## config.mk

```make
export PLATFORM = sky130hd
export DESIGN_NAME = apf_protect
export DESIGN_NICKNAME = d
export VERILOG_FILES = /design/src/hdl/apf_pkg.sv /design/src/hdl/apf_protect.sv
export SDC_FILE = /design/constraint.sdc
export NUM_CORES = 1
export LEC_CHECK = 0
export BUFFER_PORTS_ARGS = -buffer_cell sky130_fd_sc_hd__buf_2
export CORE_AREA = 2 2 107 109
export DETAILED_ROUTE_END_ITERATION = 6
export DIE_AREA = 0 0 109 111
export PLACE_DENSITY = 0.7
export SETUP_SLACK_MARGIN = 0.1
export SYNTH_ARGS = -nofsm -noshare
export SYNTH_HDL_FRONTEND = slang
export SYNTH_SLANG_ARGS = --single-unit
```

## constraint.sdc

```tcl
create_clock -name mclk -period 7.8 [get_ports mclk]
set_input_delay 1.17 -clock mclk [delete_from_list [all_inputs] [get_ports mclk]]
set_output_delay 1.17 -clock mclk [all_outputs]
set_load 0.02 [all_outputs]
```

## src/hdl/apf_pkg.sv

```systemverilog
package apf_pkg;

  // ---------------------------------------------------------------
  // Register map
  // ---------------------------------------------------------------
  localparam logic [7:0] APF_CTRL_OFS   = 8'h00;
  localparam logic [7:0] APF_OCSET_OFS  = 8'h04;
  localparam logic [7:0] APF_STATUS_OFS = 8'h08;
  localparam logic [7:0] APF_COUNT_OFS  = 8'h0C;

  localparam int APF_CTRL_CFG_LSB  = 0;
  localparam int APF_CTRL_START    = 2;
  localparam int APF_OCSET_W       = 4;

  localparam int APF_ST_FAULT      = 0;
  localparam int APF_ST_WARN       = 1;
  localparam int APF_ST_THERM      = 2;
  localparam int APF_ST_UV         = 3;
  localparam int APF_ST_CHOFF_LSB  = 4;
  localparam int APF_ST_HIZ_LSB    = 6;
  localparam int APF_ST_CHK_LSB    = 10;
  localparam int APF_ST_THR_LSB    = 12;
  localparam int APF_ST_LATMODE    = 14;
  localparam int APF_ST_FPIN       = 15;
  localparam int APF_ST_WPIN       = 16;
  localparam int APF_CNT1_LSB      = 8;

  localparam logic [1:0]  APF_RESP_OKAY   = 2'h0;
  localparam logic [1:0]  APF_RESP_DECERR = 2'h3;
  localparam logic [31:0] APF_ZERO_WORD   = 32'h0000_0000;
  localparam logic [1:0]  APF_THR_MIN     = 2'h3;

  // ---------------------------------------------------------------
  // Types
  // ---------------------------------------------------------------
  typedef enum logic [1:0] {
    APF_CFG_BRIDGE   = 2'h0,
    APF_CFG_PARALLEL = 2'h1,
    APF_CFG_SINGLE   = 2'h2,
    APF_CFG_SPARE    = 2'h3
  } apf_cfg_type;

  typedef enum logic [1:0] {APF_CHK_WAIT, APF_CHK_GND, APF_CHK_RAIL, APF_CHK_DONE} apf_chk_type;

  typedef enum logic [3:0] {
    APF_OC_CL0, APF_OC_CL1, APF_OC_CL2, APF_OC_CL3,
    APF_OC_LT0, APF_OC_LT1, APF_OC_LT2, APF_OC_LT3, APF_OC_BAD
  } apf_oc_type;

endpackage : apf_pkg

```

## src/hdl/apf_protect.sv

```systemverilog
// Operation
// - Fault and warning pins are active-low open-drain: pull low or release.
// - Warning pin low whenever junction temperature is above warning level.
// - Pin pair encodes normal, warning only, fault only, fault with warning.
// - Device reset input low forces the fault pin released.
// - A detected fault puts affected half-bridges in Hi-Z and pulls fault low.
// - Faults other than overload and thermal recover by themselves.
// - Bridge/single-ended: A,B pair and C,D pair; parallel: any error stops all.
// - Bootstrap undervoltage stops its half-bridge only, unlatched, no fault.
// - Overcurrent watched on all switches; limit or latch chosen by setting.
// - Current limit flips the half-bridge; flip cleared at next frame start.
// - Overload counter up per event, down per clean frame; max latches off.
// - Latched mode shuts the channel on the first overcurrent event.
// - Setting picks mode and one of four thresholds in documented order.
// - Setting outside both ranges gives the minimum threshold.
// - Speaker DC imbalance bumps the overload counter toward shutdown.
// - DC speaker protection is off in parallel and single-ended modes.
// - Pin short check runs only at startup; later shorts are ignored.
// - While a short is found all half-bridges stay Hi-Z, then startup goes on.
// - Pin short check: first step tests ground, second tests the supply rail.
// - During the check fault pin held low, reset input ignored.
// - Device reset does not repeat the pin short check.
// - Check runs in bridge and parallel modes, skipped in single-ended.
// - Thermal shutdown: all Hi-Z, fault low, latched until reset.
// - Global latched faults stop all; channel faults stop their channel only, or both channels in parallel mode.
//
// Decided for this implementation: the register addresses and register access over AXI4-Lite.
`timescale 1ns/1ps
module apf_protect
  import apf_pkg::*;
#(
  parameter int OL_MAX         = 15,  // Overload counter ceiling
  parameter int CHECK_STEP_CYC = 25   // Short-free cycles needed per check step
) (
  input  wire logic        mclk,            // 25 MHz clock
  input  wire logic        resetn,          // Power-on reset, async, active low
  input  wire logic        rst_pin_n,       // Device reset input from controller
  input  wire logic        temp_warn,       // Junction above warning level
  input  wire logic        temp_shutdown,   // Junction above shutdown level
  input  wire logic        supply_uv,       // Any supply below undervoltage level
  input  wire logic [3:0]  bst_uv,          // Bootstrap undervoltage per half-bridge
  input  wire logic [3:0]  oc_event,        // Overcurrent pulse per half-bridge
  input  wire logic [1:0]  dc_imbalance,    // Speaker DC imbalance per bridge channel
  input  wire logic        frame_start,     // PWM frame start pulse
  input  wire logic        short_gnd,       // Output pin seen shorted to ground
  input  wire logic        short_rail,      // Output pin seen shorted to supply rail
  input  wire logic        fault_n_i,       // Fault pin level
  output logic             fault_n_o,       // Fault pin drive value
  output logic             fault_n_oe_n,    // Fault pin enable, low pulls pin
  input  wire logic        thermal_warning_n_i,  // Warning pin level
  output logic             thermal_warning_n_o,  // Warning pin drive value
  output logic             thermal_warning_n_oe_n, // Warning pin enable, low pulls
  output logic [3:0]       hb_hiz,          // Half-bridge forced Hi-Z
  output logic [3:0]       hb_flip,         // Half-bridge state flip
  output logic [1:0]       oc_threshold,    // Threshold index, 0 highest current
  input  wire logic [7:0]  s_axi_awaddr,    // AXI write address
  input  wire logic        s_axi_awvalid,   // AXI write address valid
  output logic             s_axi_awready,   // AXI write address ready
  input  wire logic [31:0] s_axi_wdata,     // AXI write data
  input  wire logic [3:0]  s_axi_wstrb,     // AXI write strobes
  input  wire logic        s_axi_wvalid,    // AXI write data valid
  output logic             s_axi_wready,    // AXI write data ready
  output logic [1:0]       s_axi_bresp,     // AXI write response
  output logic             s_axi_bvalid,    // AXI write response valid
  input  wire logic        s_axi_bready,    // AXI write response ready
  input  wire logic [7:0]  s_axi_araddr,    // AXI read address
  input  wire logic        s_axi_arvalid,   // AXI read address valid
  output logic             s_axi_arready,   // AXI read address ready
  output logic [31:0]      s_axi_rdata,     // AXI read data
  output logic [1:0]       s_axi_rresp,     // AXI read response
  output logic             s_axi_rvalid,    // AXI read data valid
  input  wire logic        s_axi_rready     // AXI read data ready
);

  localparam int CW = $clog2(OL_MAX + 1);
  localparam int SW = $clog2(CHECK_STEP_CYC + 1);
  localparam logic [CW-1:0] CNT_MAX  = CW'(OL_MAX);
  localparam logic [SW-1:0] STEP_END = SW'(CHECK_STEP_CYC - 1);

  initial begin
    if (OL_MAX < 1 || OL_MAX > 255 || CHECK_STEP_CYC < 1) begin
      $error("apf_protect: parameter out of range");
    end
  end

  // ---------------------------------------------------------------
  // Functions
  // ---------------------------------------------------------------
  function automatic apf_oc_type apf_decode_oc(input logic [APF_OCSET_W-1:0] code);
    apf_oc_type r;
    r = (code > 4'h7) ? APF_OC_BAD : apf_oc_type'(code);
    return r;
  endfunction : apf_decode_oc

  function automatic logic [1:0] apf_thr_idx(input apf_oc_type sel);
    logic [1:0] r;
    r = (sel == APF_OC_BAD) ? APF_THR_MIN : sel[1:0];
    return r;
  endfunction : apf_thr_idx

  // ---------------------------------------------------------------
  // Registers and shared state
  // ---------------------------------------------------------------
  apf_cfg_type             cfg_q;
  logic                    start_q;
  logic [APF_OCSET_W-1:0]  ocset_q;
  apf_chk_type             chk_q;
  logic [SW-1:0]           step_q;
  logic                    thermal_q;
  logic [1:0]              chan_off_q;
  logic [1:0]              chan_off_d;
  logic [1:0]              seen_q;
  logic [CW-1:0]           cnt_q [2];
  logic                    fault_act_d;
  logic [3:0]              hiz_d;
  apf_oc_type              oc_sel;
  logic                    lat_mode;
  logic                    check_busy;
  logic                    run;
  logic [1:0]              inc;
  logic [1:0]              err;
  logic [1:0]              mapped_err;

  assign oc_sel     = apf_decode_oc(ocset_q);
  assign lat_mode   = (oc_sel >= APF_OC_LT0) && (oc_sel != APF_OC_BAD);
  assign check_busy = (chk_q == APF_CHK_GND) || (chk_q == APF_CHK_RAIL);
  assign run        = (chk_q == APF_CHK_DONE) && rst_pin_n && !supply_uv && !thermal_q;

  // ---------------------------------------------------------------
  // Pin short check
  // ---------------------------------------------------------------
  always_ff @(posedge mclk or negedge resetn) begin
    if (!resetn) begin
      chk_q  <= APF_CHK_WAIT;
      step_q <= '0;
    end else begin
      unique case (chk_q)
        APF_CHK_WAIT: begin
          step_q <= '0;
          if (start_q) begin
            chk_q <= (cfg_q == APF_CFG_SINGLE) ? APF_CHK_DONE : APF_CHK_GND;
          end
        end
        APF_CHK_GND: begin
          if (short_gnd) begin
            step_q <= '0;
          end else if (step_q == STEP_END) begin
            step_q <= '0;
            chk_q  <= APF_CHK_RAIL;
          end else begin
            step_q <= step_q + 1'b1;
          end
        end
        APF_CHK_RAIL: begin
          if (short_rail) begin
            step_q <= '0;
          end else if (step_q == STEP_END) begin
            chk_q <= APF_CHK_DONE;
          end else begin
            step_q <= step_q + 1'b1;
          end
        end
        APF_CHK_DONE: chk_q <= APF_CHK_DONE;
      endcase
    end
  end

  // ---------------------------------------------------------------
  // Thermal shutdown latch
  // ---------------------------------------------------------------
  always_ff @(posedge mclk or negedge resetn) begin
    if (!resetn) begin
      thermal_q <= 1'b0;
    end else begin
      thermal_q <= temp_shutdown || (thermal_q && rst_pin_n);
    end
  end

  // ---------------------------------------------------------------
  // Overload counters and channel latches
  // ---------------------------------------------------------------
  always_comb begin
    for (int c = 0; c < 2; c++) begin
      inc[c] = run && (((|oc_event[2*c +: 2]) && !lat_mode)
                       || (dc_imbalance[c] && cfg_q == APF_CFG_BRIDGE));
      err[c] = run && (((|oc_event[2*c +: 2]) && lat_mode)
                       || (inc[c] && cnt_q[c] == CNT_MAX));
    end
    mapped_err = (cfg_q == APF_CFG_PARALLEL) ? {2{|err}} : err;
    chan_off_d = mapped_err | (chan_off_q & {2{rst_pin_n}});
  end

  always_ff @(posedge mclk or negedge resetn) begin
    if (!resetn) begin
      chan_off_q <= 2'h0;
    end else begin
      chan_off_q <= chan_off_d;
    end
  end

  always_ff @(posedge mclk or negedge resetn) begin
    if (!resetn) begin
      seen_q <= 2'h0;
    end else begin
      seen_q <= inc | (seen_q & ~{2{frame_start}});
    end
  end

  always_ff @(posedge mclk or negedge resetn) begin
    if (!resetn) begin
      cnt_q[0] <= '0;
      cnt_q[1] <= '0;
    end else begin
      for (int c = 0; c < 2; c++) begin
        if (!rst_pin_n) begin
          cnt_q[c] <= '0;
        end else if (inc[c]) begin
          if (cnt_q[c] != CNT_MAX) begin
            cnt_q[c] <= cnt_q[c] + 1'b1;
          end
        end else if (frame_start && !seen_q[c] && cnt_q[c] != '0) begin
          cnt_q[c] <= cnt_q[c] - 1'b1;
        end
      end
    end
  end

  // ---------------------------------------------------------------
  // Power stage and status pins
  // ---------------------------------------------------------------
  always_comb begin
    hiz_d = {4{chk_q != APF_CHK_DONE || !rst_pin_n || supply_uv || thermal_q}}
            | {{2{chan_off_d[1]}}, {2{chan_off_d[0]}}}
            | bst_uv;
    fault_act_d = check_busy
                  || (rst_pin_n && (supply_uv || thermal_q || (|chan_off_q)));
  end

  always_ff @(posedge mclk or negedge resetn) begin
    if (!resetn) begin
      hb_hiz <= 4'hF;
      hb_flip <= 4'h0;
    end else begin
      hb_hiz  <= hiz_d;
      hb_flip <= ((hb_flip & ~{4{frame_start}})
                  | (oc_event & {4{run && !lat_mode}})) & ~hiz_d;
    end
  end

  always_ff @(posedge mclk or negedge resetn) begin
    if (!resetn) begin
      fault_n_oe_n           <= 1'b1;
      thermal_warning_n_oe_n <= 1'b1;
      oc_threshold           <= APF_THR_MIN;
    end else begin
      fault_n_oe_n           <= !fault_act_d;
      thermal_warning_n_oe_n <= !temp_warn;
      oc_threshold           <= apf_thr_idx(oc_sel);
    end
  end

  assign fault_n_o           = 1'b0;
  assign thermal_warning_n_o = 1'b0;

  // ---------------------------------------------------------------
  // AXI4-Lite slave
  // ---------------------------------------------------------------
  logic        aw_hold_q;
  logic        w_hold_q;
  logic [7:0]  awaddr_q;
  logic [31:0] wdata_q;
  logic        wstrb0_q;
  logic        do_write;
  logic [31:0] rd_word;
  logic        rd_hit;

  assign s_axi_awready = !aw_hold_q && !s_axi_bvalid;
  assign s_axi_wready  = !w_hold_q && !s_axi_bvalid;
  assign s_axi_arready = !s_axi_rvalid;
  assign do_write      = aw_hold_q && w_hold_q;

  always_ff @(posedge mclk or negedge resetn) begin
    if (!resetn) begin
      aw_hold_q <= 1'b0;
      w_hold_q  <= 1'b0;
      awaddr_q  <= 8'h00;
      wdata_q   <= APF_ZERO_WORD;
      wstrb0_q  <= 1'b0;
    end else begin
      if (s_axi_awvalid && s_axi_awready) begin
        aw_hold_q <= 1'b1;
        awaddr_q  <= s_axi_awaddr;
      end else if (do_write) begin
        aw_hold_q <= 1'b0;
      end
      if (s_axi_wvalid && s_axi_wready) begin
        w_hold_q <= 1'b1;
        wdata_q  <= s_axi_wdata;
        wstrb0_q <= s_axi_wstrb[0];
      end else if (do_write) begin
        w_hold_q <= 1'b0;
      end
    end
  end

  always_ff @(posedge mclk or negedge resetn) begin
    if (!resetn) begin
      s_axi_bvalid <= 1'b0;
      s_axi_bresp  <= APF_RESP_OKAY;
    end else if (do_write) begin
      s_axi_bvalid <= 1'b1;
      s_axi_bresp  <= (awaddr_q == APF_CTRL_OFS || awaddr_q == APF_OCSET_OFS
                       || awaddr_q == APF_STATUS_OFS || awaddr_q == APF_COUNT_OFS)
                      ? APF_RESP_OKAY : APF_RESP_DECERR;
    end else if (s_axi_bready) begin
      s_axi_bvalid <= 1'b0;
    end
  end

  always_ff @(posedge mclk or negedge resetn) begin
    if (!resetn) begin
      cfg_q   <= APF_CFG_BRIDGE;
      start_q <= 1'b0;
      ocset_q <= '0;
    end else if (do_write && wstrb0_q) begin
      if (awaddr_q == APF_CTRL_OFS) begin
        cfg_q   <= apf_cfg_type'(wdata_q[APF_CTRL_CFG_LSB +: 2]);
        start_q <= start_q || wdata_q[APF_CTRL_START];
      end
      if (awaddr_q == APF_OCSET_OFS) begin
        ocset_q <= wdata_q[APF_OCSET_W-1:0];
      end
    end
  end

  always_comb begin
    rd_word = APF_ZERO_WORD;
    rd_hit  = 1'b1;
    unique case (s_axi_araddr)
      APF_CTRL_OFS: begin
        rd_word[APF_CTRL_CFG_LSB +: 2] = cfg_q;
        rd_word[APF_CTRL_START]        = start_q;
      end
      APF_OCSET_OFS: rd_word[APF_OCSET_W-1:0] = ocset_q;
      APF_STATUS_OFS: begin
        rd_word[APF_ST_FAULT]        = !fault_n_oe_n;
        rd_word[APF_ST_WARN]         = !thermal_warning_n_oe_n;
        rd_word[APF_ST_THERM]        = thermal_q;
        rd_word[APF_ST_UV]           = supply_uv;
        rd_word[APF_ST_CHOFF_LSB +: 2] = chan_off_q;
        rd_word[APF_ST_HIZ_LSB +: 4] = hb_hiz;
        rd_word[APF_ST_CHK_LSB +: 2] = chk_q;
        rd_word[APF_ST_THR_LSB +: 2] = oc_threshold;
        rd_word[APF_ST_LATMODE]      = lat_mode;
        rd_word[APF_ST_FPIN]         = fault_n_i;
        rd_word[APF_ST_WPIN]         = thermal_warning_n_i;
      end
      APF_COUNT_OFS: begin
        rd_word[CW-1:0]                = cnt_q[0];
        rd_word[APF_CNT1_LSB +: CW]    = cnt_q[1];
      end
      default: rd_hit = 1'b0;
    endcase
  end

  always_ff @(posedge mclk or negedge resetn) begin
    if (!resetn) begin
      s_axi_rvalid <= 1'b0;
      s_axi_rdata  <= APF_ZERO_WORD;
      s_axi_rresp  <= APF_RESP_OKAY;
    end else if (s_axi_arvalid && s_axi_arready) begin
      s_axi_rvalid <= 1'b1;
      s_axi_rdata  <= rd_word;
      s_axi_rresp  <= rd_hit ? APF_RESP_OKAY : APF_RESP_DECERR;
    end else if (s_axi_rready) begin
      s_axi_rvalid <= 1'b0;
    end
  end
endmodule : apf_protect

```

==> results of run 1 <==
## placed cells by master, fill, tap and decap left out, drive strengths merged, types with 6 or more instances in the layout
master / synthesis / routed
buf: 19 / 85
dfrtp: 67 / 67
nand2: 40 / 40
nor2: 27 / 27
o21ai: 26 / 26
mux2: 22 / 22
inv: 19 / 19
conb: 1 / 17
a21oi: 14 / 14
ha: 13 / 13
clkbuf: 10 / 13
nand3: 12 / 12
nor2b: 9 / 9
nand2b: 9 / 9
dfstp: 8 / 8
a21o: 7 / 7
nor3: 6 / 6
a221oi: 6 / 6
## how the worst max path moves through the flow
stage,startpoint,to,slack [ps],depth (start not counted)
3_5_place_dp,rst_pin_n,cnt_q[7],3890,10
3_3_place_gp,rst_pin_n,cnt_q[3],3960,10
6_report,rst_pin_n,cnt_q[7],4140,10
5_1_grt,rst_pin_n,cnt_q[7],3960,10
4_1_cts,rst_pin_n,cnt_q[7],4190,10
2_1_floorplan,rst_pin_n,cnt_q[3],4340,10
## final cells by class
type                       instances  area, um2  share of cell area (%)
timing repair buffer              85        430                    9.31
sequential                        75       1890                    40.8
tap                              143        179                    3.87
clock inverter                     3       40.0                   0.866
multi-input combinational        271       1770                    38.2
inverter                          19       71.3                    1.54
clock buffer                      13        250                    5.41
## kinds of logic (layout without fill, tap and decap cells)
| kind of cell | Yosys count | after routing | synth area share (%) |
|---|---|---|---|
| flops | 75 | 75 | 49.1 |
| fa+ha+maj | 15 | 15 | 5.27 |
| buf+inv | 48 | 120 | 6.54 |
| other cells | 1 | 17 | 0.0976 |
| compound gates | 73 | 73 | 12.1 |
| simple gates | 139 | 139 | 18.8 |
| xor+xnor | 2 | 2 | 0.456 |
| mux | 25 | 25 | 7.62 |
## synth_stat cells (4+ instances only)
cell type / count
a21o_1: 7
ha_1: 13
buf_4: 19
clkbuf_1: 10
or3_1: 4
dfrtp_1: 67
mux2_2: 18
nand2b_1: 9
a21oi_1: 14
nand2_1: 39
a221oi_1: 6
nor2_1: 27
o21ai_0: 26
inv_1: 19
mux2_4: 4
or2_2: 5
and3_1: 4
nand3_1: 12
dfstp_2: 8
nor3_1: 6
nor2b_1: 9
## state kept, by name (all words and copies together), names as in the netlist, 2 cells and up
register / flops
s_axi_rdata: 17
awaddr_q: 8
cnt_q: 8
step_q: 5
hb_flip: 4
hb_hiz: 4
ocset_q: 4
wdata_q: 4
cfg_q: 2
chan_off_q: 2
chk_q: 2
oc_threshold: 2
seen_q: 2
## per-layer routing
layer | wire, um | GRT usage [%]
met1 | 4220 | 20.8
met3 | 447 | 2.41
met4 | 187 | 5.73
met5 | 0 | 0
met2 | 3960 | 23.9
## per-stage QoR
stage	setup WS [ps]	total power, W	instance area, um2	instances	hold WS (ps)
6_report	4140	0.00125	4620	609	458
5_1_grt	3960	0.00133	4620	609	486
4_1_cts	4190	0.00126	4620	609	464
3_5_place_dp	3890	0.000848	4330	593	452
3_3_place_gp	3960	0.000827	4330	593	444
2_1_floorplan	4340	0.000758	3900	394	440
## where the power goes
| part | total [W] | internal, W | leakage, nW | switching (W) |
|---|---|---|---|---|
| logic | 0.000311 | 0.000146 | 1.21 | 0.000164 |
| registers | 0.000530 | 0.000466 | 0.946 | 0.0000643 |
| clock network | 0.000407 | 0.000256 | 0.144 | 0.000152 |
## worst min-delay path: cells and delay by family, from the launching register on
kind | cells | cell delay (ps)
DFF | 1 | 330
and+or+nand+nor | 2 | 90
==> out/results.ini, run 1 <==
[finish]
fill_cells=1082
layout-drive-gt1-share_pct=30.5
fin_nets=554
synthToLayoutAreaGrowth_pct=20.3
final_util_pct=41.7
diodes=0

[sta]
drv_slew=0
rsz0062_at_grt=no
slew_headroom_pct=36.7
tns_ps=0
setup_viol=0
min_period_ps=3660
finalHoldViolCount=0
skew_ps=7.07
timing.fmax_mhz=273
post-route-period-util_pct=46.9
worst_slew_pin_slew_ps=950

[logic_synthesis]
async_reset_ff_share_pct=100
ys_warn_count=0
ys_seq_elements=75
synth_top_cell_area_share_pct=43.6
synth_seq_area_share_pct=49.1
synth_area_leaders=dfrtp_1, dfstp_2, mux2_2
synth-edff-count=0
synthCells=378
syn_avg_cell_area_um2=10.2
synth.distinct_cells=51
synth_ff_type=dfrtp_1
syn-cell-area_um2=3840
yosys.area.top_type=dfrtp_1

[critical_path]
crit_slowest_cell=nor3_1
worstSetupEndpointType=flip-flop
critical_path_class=primary input to flip-flop
regToRegSetupSlack_ps=4600
path_buf_inv=1
worst_ep_arrival_time_ps=3900
cpMostUsedCell=nand2_1
start_kind=primary input
cp_cell_sequence=buf_2, nand2_1, nor3_1, nand2_1, ha_1, a21o_1, a21oi_1, or3_1, a211o_1, o211ai_1
rr_endpoint=cnt_q[7]
path_max_fanout=18
slowest_delay_ps=690
required_ps=8040
regToRegStartpoint=chk_q[0]
reg2reg_depth=10
crit_family=simple AND/OR/NAND/NOR gates

[global_route]
track_usage_pct=15.2
grt_antenna_before_repair=0
grt_pass1_wl_mm=14.3
grt_overflow=0
grt_max_degree=76
grt_pass1_vias=2903

[floorplanning]
core-area_um2=11100
rows=39
die_area_um2=12100
start_util_pct=34.7
io_pins=133
dieWidth_um=109
dieHeight_um=111

[hold_path]
whs_path_depth=2
holdCritPathClass=flip-flop to flip-flop
hold_start=s_axi_rdata[12]
holdPathEnd=s_axi_rdata[12]

[placement]
portBuffers=84
dpl.hpwl_mm=6.59
place.gp.congestion=0.842

[clock_network]
cts_made_buffers=9
clock_sinks=75
cts_tree=done
cts_root_buffer=clkbuf_16
insertion_delay_ps=330
clock_path_buffers=2
cts_setup_buffers=0
cts.htree.levels=3
ctsHoldBuffers=0
cts_resized=0
clkTransAtPathRegs_ps=50

[power_and_ir_drop]
power.leakage_nw=2.30
power_per_cell_area_nw_per_um2=270
irDropWorstVdd_mv=0.127

[routing]
detail_route.wl_per_cell_um=14.5
vias=2984
dr.pass1.iters=5
wl_mm=8.81
drc=0
first_iter_violations=206
vias_per_cell=4.90
ant_nets=0

[job]
maxCapViolCount=0

[status]
status=complete, no violations

No activity file was read; power rests on OpenSTA's default activity.
==> run 2: changes to the inputs <==
Settings changed: ABC_AREA set to 1, CORE_AREA 2 2 107 109 to 2 2 108 110, DIE_AREA 0 0 109 111 to 0 0 110 112.
Clock period 7.8 ns to 3.5 ns, I/O delays scaled along.
==> out/results.ini, run 2 <==
[clock_network]
clock_sinks=75
cts_tree=done
clkTransAtPathRegs_ps=60
insertion_delay_ps=330
cts_setup_buffers=0
cts_root_buffer=clkbuf_16
clock_path_buffers=2
ctsHoldBuffers=0
cts.htree.levels=3
cts_resized=0
cts_made_buffers=9

[finish]
diodes=0
top_register=s_axi_rdata
fill_cells=1115
layout_common_cells=nand2_1, buf_2, dfrtp_1
largest_reg_flops=17
fin_nets=632
top_regs=s_axi_rdata x17, awaddr_q x8, cnt_q x8
layout-drive-gt1-share_pct=25.7
synthToLayoutAreaGrowth_pct=19.5
final_util_pct=42.1
final_common_cell=nand2_1

[sta]
timing.fmax_mhz=426
post-route-period-util_pct=67.1
min_period_ps=2350
worst_slew_pin_slew_ps=942
rsz0062_at_grt=no
hold_ws_ps=300
setup_viol=0
drv_slew=0
finalHoldViolCount=0
slew_headroom_pct=37.2
skew_ps=5.53
tns_ps=0
worst_slack_ps=1150

[floorplanning]
dieHeight_um=112
io_pins=133
core-area_um2=11200
die_area_um2=12300
start_util_pct=35.2
rows=39
dieWidth_um=110

[critical_path]
crit_slowest_cell=dfrtp_1
worstSetupEndpointType=flip-flop
cpMostUsedCell=nand2_1
cp_cell_sequence=ha_1, nand2_4, nor2_4, nand2_1, ha_1, a21oi_1, nand2_1, nand3b_1, nand2_1, o21ai_1
path_max_fanout=12
slowest_delay_ps=450
regToRegStartpoint=chk_q[0]
worst_ep_arrival_time_ps=2560
start_kind=flip-flop
critical_path_class=flip-flop to flip-flop
required_ps=3710
cp-startpoint=chk_q[0]

[hold_path]
hold_start=temp_warn
holdCritPathClass=primary input to flip-flop

[status]
status=complete, no violations

[routing]
wl_met2_mm=4.02
wl_mm=8.97
vias_per_cell=4.70
top_layer_used=met4
wl_met1_mm=4.29
wl_met3_um=600
first_iter_violations=162
dr.pass1.iters=4
drc=0
ant_nets=0
vias=3226
detail_route.wl_per_cell_um=13.1

[logic_synthesis]
synth_seq_area_share_pct=48.0
ys_seq_elements=75
synthCells=453
synth.distinct_cells=39
synth_ff_type=dfrtp_1
yosys.area.top_type=dfrtp_1
synth_top_cell_area_share_pct=42.6
synth-edff-count=0
synth_area_leaders=dfrtp_1, nand2_1, inv_1
ys_top_cells_by_count=nand2_1, dfrtp_1, inv_1, nand3_1, o21ai_0
yosysMostFrequentCell=nand2_1
syn_avg_cell_area_um2=8.68
async_reset_ff_share_pct=100
syn-cell-area_um2=3930
ys_warn_count=0

[power_and_ir_drop]
pwr-share-seq_pct=41.7
pwr-share-comb_pct=28.3
p_clk_share_pct=30.0
power.leakage_nw=2.48
power.total_w=0.00292
irDropWorstVdd_mv=0.313
power_per_cell_area_nw_per_um2=622
switching_share_pct=34.5
p_sw_w=0.00101
p_int_w=0.00191

[global_route]
grt_max_degree=76
grt_overflow=0
grt_pass1_vias=3088
grt_antenna_before_repair=0
track_usage_pct=15.0
grt_pass1_wl_mm=14.5

[job]
maxCapViolCount=0

[placement]
place.gp.congestion=0.805
dpl.hpwl_mm=7.01
portBuffers=84
dpl_worst_slack_ps=1100

==> run 2: changes by cell type in the layout (fill, tap and decap cells not counted), sizes merged, moves of 9 or more <==
cell / before / now
nand2: 40 / 107
nor2b: 9 / 0
o21ai: 26 / 42
mux2: 22 / 9
inv: 19 / 64
nand3: 12 / 42
nand2b: 9 / 0
==> run 2: cell type report <==
class	instances	area [um2]	share of cell area, %
clock inverter	3	21.3	0.453
inverter	64	240	5.11
tap	143	179	3.81
sequential	75	1890	40.1
clock buffer	13	270	5.75
timing repair buffer	84	423	9.00
multi-input combinational	305	1680	35.7
==> run 2: worst max-delay path, delay by kind of cell, from the launching register on <==
kind	cells	cell delay (ps)
DFF	1	450
AOI/OAI and AO/OA	2	180
and+or+nand+nor	6	960
adders and majority gates	2	640
==> run 2: cells by family after synthesis <==
logic type | after synthesis | synth area share [%]
other | 1 | 0.0953
muxes | 9 | 2.58
buffers and inverters | 89 | 10.9
adders and majority gates | 15 | 5.15
xor gates and xnor gates | 3 | 0.668
and+or+nand+nor | 198 | 24.0
AOI/OAI and AO/OA | 63 | 8.65
DFF | 75 | 48.0
==> run 2: per-layer routing <==
metal / up-vias / global-route usage [%]
li1: 1604 / -
met1: 1505 / 21.1
met2: 113 / 23.0
met3: 4 / 4.22
met4: 0 / 3.38
met5: - / 0
==> run 2: through the flow <==
stage                     std cells  cell area [um2]
final                           687             4700
after detailed placement        671             4410
after global routing            687             4700
after floorplan                 469             3990
after global placement          671             4410
after CTS                       687             4700
==> run 2: final timing paths <==
| path | endpoint | slack, ps | cells after the start |
|---|---|---|---|
| min in group asynchronous | step_q[2] | 330 | 1 |
| setup / recovery | cnt_q[7] | 1150 | 10 |
| hold reg to reg | s_axi_rdata[3] | 470 | 2 |
| setup reg to reg | cnt_q[7] | 1150 | 10 |
| hold / removal | thermal_warning_n_oe_n | 300 | 2 |
| max in group asynchronous | chan_off_q[0] | 2550 | 1 |
==> run 2: power by group through the flow <==
stage	Sequential, W	Clock (W)	Combinational, W
global placement	0.00122	0	0.000795
detailed placement	0.00123	0	0.000834
global route	0.00125	0.000944	0.000937
floorplan	0.00123	0	0.000597
CTS	0.00122	0.000899	0.000836
finish	0.00122	0.000877	0.000826
